<file path="src/design/port_pkg.sv">
package port_pkg;

  ////////////////////////////////////////////////////////////////////////////
  // Sizes and phases
  localparam int          PORT_WIDTH      = 8;
  localparam int          BIT_SEL_WIDTH   = 3;
  localparam int          PHASES_PER_INSN = 4;
  localparam logic [1:0]  PHASE_FIRST     = 2'h0;
  localparam logic [1:0]  PHASE_LAST      = 2'h3;

  ////////////////////////////////////////////////////////////////////////////
  // Reset values and pin options
  localparam logic [7:0]  LATCH_RESET     = 8'h00;
  localparam logic [7:0]  READ_RESET      = 8'h00;
  localparam logic [7:0]  OE_N_RESET      = 8'hff;
  localparam logic [7:0]  PIN_OUT_RESET   = 8'h00;
  // Pins whose driver may only pull low
  localparam logic [7:0]  OPEN_DRAIN_MASK = 8'h10;

  ////////////////////////////////////////////////////////////////////////////
  // Port operations carried by one instruction cycle
  typedef enum logic [2:0] {
    OP_NONE,
    OP_READ,
    OP_WRITE,
    OP_BIT_SET,
    OP_BIT_CLEAR
  } port_op_type;

  typedef struct packed {
    port_op_type              op;
    logic [BIT_SEL_WIDTH-1:0] bitSel;
    logic [PORT_WIDTH-1:0]    wrData;
  } port_req_type;

endpackage : port_pkg

</file>
<file path="src/design/pin_sync.sv">
`timescale 1ns/1ns
module pin_sync
(
  // Clock and reset
  input  wire logic       clk,
  input  wire logic       rst_n,
  // Asynchronous pin levels in, settled levels out
  input  wire logic [7:0] asyncIn,
  output logic      [7:0] syncOut
);
  import port_pkg::*;

  logic [PORT_WIDTH-1:0] stage1_r;
  logic [PORT_WIDTH-1:0] stage2_r;

  ////////////////////////////////////////////////////////////////////////////
  // Two flops per pin; first stage feeds only the second
  genvar i;
  generate
    for (i = 0; i < PORT_WIDTH; i = i + 1)
    begin : gSync
      always_ff @(posedge clk)
      begin
        if (!rst_n)
        begin
          stage1_r[i] <= 1'b0;
          stage2_r[i] <= 1'b0;
        end
        else
        begin
          stage1_r[i] <= asyncIn[i];
          stage2_r[i] <= stage1_r[i];
        end
      end
    end
  endgenerate

  assign syncOut = stage2_r;

endmodule : pin_sync

</file>
<file path="src/design/bidir_port_latch_rmw.sv">
`timescale 1ns/1ns
module bidir_port_latch_rmw
(
  // Clock and reset
  input  wire logic                  clk,
  input  wire logic                  rst_n,
  // Core side
  input  wire port_pkg::port_req_type req,
  input  wire logic [7:0]            direction,
  output logic                       cycleStart_r,
  output logic [7:0]                 readData_r,
  output logic [7:0]                 latchValue_r,
  // Pin side
  input  wire logic [7:0]            pinIn,
  output logic [7:0]                 pinOut_r,
  output logic [7:0]                 pinOe_n_r
);
  import port_pkg::*;

  logic [1:0]             phase_r;
  logic [1:0]             phase_nxt;
  logic                   cycleStart_nxt;
  port_op_type            op_r;
  port_op_type            op_nxt;
  logic [BIT_SEL_WIDTH-1:0] bitSel_r;
  logic [BIT_SEL_WIDTH-1:0] bitSel_nxt;
  logic [PORT_WIDTH-1:0]  wrData_r;
  logic [PORT_WIDTH-1:0]  wrData_nxt;
  logic [PORT_WIDTH-1:0]  readData_nxt;
  logic [PORT_WIDTH-1:0]  latch_nxt;
  logic [PORT_WIDTH-1:0]  pinOut_nxt;
  logic [PORT_WIDTH-1:0]  pinOe_n_nxt;
  logic [PORT_WIDTH-1:0]  pinLevel;
  logic [PORT_WIDTH-1:0]  bitMask;

  ////////////////////////////////////////////////////////////////////////////
  // Pin levels pass two flops before use
  pin_sync uSync
  (
    .clk     (clk),
    .rst_n   (rst_n),
    .asyncIn (pinIn),
    .syncOut (pinLevel)
  );

  ////////////////////////////////////////////////////////////////////////////
  // Instruction cycle phases: request taken and pins sampled in phase 0
  always_comb
  begin
    phase_nxt      = phase_r + 2'h1;
    cycleStart_nxt = (phase_nxt == PHASE_FIRST);
    op_nxt         = op_r;
    bitSel_nxt     = bitSel_r;
    wrData_nxt     = wrData_r;
    readData_nxt   = readData_r;
    if (phase_r == PHASE_FIRST)
    begin
      op_nxt       = req.op;
      bitSel_nxt   = req.bitSel;
      wrData_nxt   = req.wrData;
      // Sampled at the start, so a write just before is not seen yet
      readData_nxt = pinLevel;
    end
  end

  always_ff @(posedge clk)
  begin
    if (!rst_n)
    begin
      phase_r      <= PHASE_FIRST;
      cycleStart_r <= 1'b0;
      op_r         <= OP_NONE;
      bitSel_r     <= '0;
      wrData_r     <= '0;
      readData_r   <= READ_RESET;
    end
    else
    begin
      phase_r      <= phase_nxt;
      cycleStart_r <= cycleStart_nxt;
      op_r         <= op_nxt;
      bitSel_r     <= bitSel_nxt;
      wrData_r     <= wrData_nxt;
      readData_r   <= readData_nxt;
    end
  end

  ////////////////////////////////////////////////////////////////////////////
  // Latch update at the last phase
  // Bit ops modify the sampled pins, not the latch, so input pins
  // pick up whatever level they carry; software must live with that.
  assign bitMask = PORT_WIDTH'(1) << bitSel_r;

  always_comb
  begin
    latch_nxt = latchValue_r;
    if (phase_r == PHASE_LAST)
    begin
      case (op_r)
        OP_WRITE:     latch_nxt = wrData_r;
        OP_BIT_SET:   latch_nxt = readData_r | bitMask;
        OP_BIT_CLEAR: latch_nxt = readData_r & ~bitMask;
        default:      latch_nxt = latchValue_r;
      endcase
    end
  end

  ////////////////////////////////////////////////////////////////////////////
  // Pin drivers follow latch and direction (1 = input)
  // Latch is never cleared on a direction change, so old content shows.
  always_comb
  begin
    pinOut_nxt  = latch_nxt & ~OPEN_DRAIN_MASK;
    pinOe_n_nxt = direction;
    // Open drain pins only enable the driver to pull low
    pinOe_n_nxt = pinOe_n_nxt | (OPEN_DRAIN_MASK & latch_nxt);
  end

  always_ff @(posedge clk)
  begin
    if (!rst_n)
    begin
      latchValue_r <= LATCH_RESET;
      pinOut_r     <= PIN_OUT_RESET;
      pinOe_n_r    <= OE_N_RESET;
    end
    else
    begin
      latchValue_r <= latch_nxt;
      pinOut_r     <= pinOut_nxt;
      pinOe_n_r    <= pinOe_n_nxt;
    end
  end

endmodule : bidir_port_latch_rmw

</file>
<file path="config.mk">
export PLATFORM = sky130hd
export DESIGN_NAME = bidir_port_latch_rmw
export DESIGN_NICKNAME = d
export VERILOG_FILES = /design/src/design/port_pkg.sv /design/src/design/pin_sync.sv /design/src/design/bidir_port_latch_rmw.sv
export SDC_FILE = /design/constraint.sdc
export NUM_CORES = 1
export LEC_CHECK = 0
export BUFFER_PORTS_ARGS = -buffer_cell sky130_fd_sc_hd__buf_2
export CAP_MARGIN = 0
export CORE_ASPECT_RATIO = 0.75
export CORE_MARGIN = 2
export CORE_UTILIZATION = 35
export CTS_CLUSTER_DIAMETER = 30
export DETAILED_ROUTE_END_ITERATION = 8
export PLACE_DENSITY = 0.57
export SLEW_MARGIN = 30
export SYNTH_ARGS = -nofsm -noshare
export SYNTH_HDL_FRONTEND = slang
export SYNTH_HIERARCHICAL = 1
export SYNTH_SLANG_ARGS = --single-unit
</file>
<file path="constraint.sdc">
create_clock -name clk -period 3.8 [get_ports clk]
set_input_delay 0.19 -clock clk [delete_from_list [all_inputs] [get_ports clk]]
set_output_delay 0.19 -clock clk [all_outputs]
set_load 0.02 [all_outputs]
</file>
==> results.yml <==
pwr:
  pwr-share-seq_pct: 50.0
  power.switching_uw: 316
  internal_power_uw: 986
  clock_power_share_pct: 38.3
  power_density_nw_per_um2: 477
  switching_share_pct: 24.3
  power_frac_comb_pct: 11.7
  power.leakage_nw: 1.28
  peakVddDrop_uv: 296
synth:
  synth_nets: 256
  synth-main-ff-cell: "dfxtp_1"
  seq_area_frac_synth_pct: 50.2
  synth_area_leaders: "dfxtp_1 (50%), mux2i_1 (9.7%), nor2b_1 (6.6%)"
  synth-edff-count: 0
  yosysUniqueCellTypes: 33
  syn_avg_cell_area_sq_um: 10.3
  ys_ff_latch: 57
  synth_cells: 221
  yosysTopAreaCell: "dfxtp_1"
  synth_warnings: 6
  synthArstFlopShare_pct: 0
  netlist_area_sq_um: 2270
  synth_top_area_share_pct: 50.2
timing:
  tns_ns: 0
  grt_setup_unrepaired: "no"
  timing.final.crit_share_pct: 46.1
  setup-violations-final: 0
  worst_pin_slew_ns: 0.788
  slew_violations: 0
  max_freq_ghz: 0.570
  fin_skew_ns: 0.00534
  slew_headroom_pct: 47.4
  fin_crit_ns: 1.75
  hold_viol: 0
setup_path:
  startpoint: "op_r[0]"
  crit_path_start_kind: "flip-flop"
  crit_buf_inv: 0
  timing.rr.start: "op_r[0]"
  slowest_stage: "or3b_1"
  cp_top_family: "compound AO/OA/AOI/OAI gates"
  max_stage_delay_ns: 0.56
  path_cells: "or3b_1 > o22ai_1 > a221oi_1 > o21ai_1"
  required_ns: 4.01
  path_max_fanout: 17
  setup.worst_path.end_class: "flip-flop"
  cp.arrival_ns: 1.97
  critPathKind: "reg -> reg"
finish:
  most-common-layout-cells: "buf_2 (63), dfxtp_1 (57), nor2b_1 (24)"
  layout_commonest_cell: "buf_2"
  final_layout_size_suffix_gt1_share_pct: 34.7
  area_growth_pct: 20.2
  utilization_pct: 43.5
  final_nets: 308
  n_fill_cell: 637
  n_antenna_cell: 0
  fin_area_sq_um: 2730
global_route:
  grt_max_degree: 58
  grt_use_total_pct: 12.8
  antenna_found_initial: 0
  grt_overflow: 0
  first_global_vias: 1459
  grt_pass1_wl_microns: 7040
placed_design:
  placedInstanceArea_sq_um: 2550
  dp_hpwl_microns: 3000
  port_buffers: 63
  gp_congestion: 0.718
floorplan:
  start_util_pct: 36.2
  core_area_sq_um: 6290
  die_area_sq_um: 7160
  io_pins: 65
  die_x_microns: 97.1
  die_y_microns: 73.8
  rows: 25
cts:
  clock_sinks: 57
  worstSkewPairLatency_ns: 0.33
  clock_path_buffers: 2
  cts_tree: "built"
  cts_buffers: 9
  post-cts-setup-buffers: 0
  cts-resized-gates: 0
  hold_buffers: 0
  cts.clk_slew.worst_paths_ns: 0.06
  htreeDepth: 3
  cts_root_buffer: "clkbuf_8"
drt:
  routed_via_density: 4.45
  ant_nets: 0
  drc_errors: 0
  drt-initial-drc-count: 44
  routed_wl_microns: 4350
  drtPass1Iterations: 4
  dr_total_vias: 1592
  wl_per_cell_microns: 12.2
worst_hold_path:
  hold_start: "direction[2]"
  min_path_type: "in -> reg"
run:
  drv_cap: 0
run_status:
  status: "completed"
-- kinds of logic (layout without fill, tap and decap cells) --
family	after synthesis	count (layout)	share of synthesized area [%]
adder cells (fa/ha/maj)	3	3	1.65
AND/OR/NAND/NOR	77	77	22.0
buffers and inverters	27	83	7.04
flip-flops	57	57	50.2
AO/OA/AOI/OAI	34	34	9.30
other	1	1	0.165
multiplexers	22	22	9.69
-- Yosys cell counts (2+ instances only) --
master / count
nor2b_1: 24
and3b_1: 2
buf_2: 2
o21ai_0: 14
dfxtp_1: 57
buf_4: 8
o22ai_1: 8
mux2i_1: 22
and2_2: 12
nand2b_1: 8
nor3b_1: 4
nor2_2: 3
and2b_1: 7
and2_1: 6
nor2_1: 6
ha_1: 3
buf_6: 2
clkbuf_1: 9
a31oi_1: 7
inv_1: 4
-- stage by stage --
step                std cells  setup WS [ns]  power (mW)  hold WS, ns
global route              358           1.85        1.37       0.0203
finish                    358           2.05        1.30       0.0398
floorplan                 221           2.39       0.780        0.291
CTS                       358           2.05        1.33       0.0210
global placement          343           2.12       0.816        0.371
detailed placement        343           2.05       0.818        0.375
-- flip-flops by register name, indices dropped and copies added (netlist names) --
signal          count
uSync/syncOut       8
uSync/stage1_r      8
pinOe_n_r           8
wrData_r            8
readData_r          8
latchValue_r        8
bitSel_r            3
cycleStart_r        1
op_r                3
phase_r             2
-- routing by layer --
metal	vias up	GRT usage (%)	part of all wire (%)
li1	833	-	-
met1	713	16.2	49
met2	40	18.1	42
met3	6	7.61	7.3
met4	0	4.23	1.2
met5	-	0	0
-- area by class of cell --
| class | count | area, sq um | share of cell area [%] |
|---|---|---|---|
| clock buffers | 12 | 165 | 6.04 |
| clock inverters | 3 | 15.0 | 0.549 |
| inverters | 4 | 15.0 | 0.549 |
| multi-input cells | 137 | 972 | 35.6 |
| flip-flops and latches | 57 | 1140 | 41.8 |
| well taps | 81 | 101 | 3.71 |
| repair buffers | 64 | 323 | 11.8 |
-- final timing paths --
check | cells past startpoint | endpoint | slack, ns
worst max-delay path | 4 | pinOe_n_r[4] | 2.05
worst min-delay path | 2 | pinOe_n_r[2] | 0.04
worst max register to register | 4 | pinOe_n_r[4] | 2.05
worst min register to register | 1 | uSync/syncOut[2] | 0.43
-- power by group through the flow --
stage	Combinational (mW)	Clock, mW	Sequential [mW]
2_1_floorplan	0.113	0	0.667
3_3_place_gp	0.152	0	0.665
3_5_place_dp	0.154	0	0.665
4_1_cts	0.154	0.522	0.652
5_1_grt	0.169	0.548	0.656
6_report	0.152	0.499	0.652
Power figures use the tool's default switching activity.
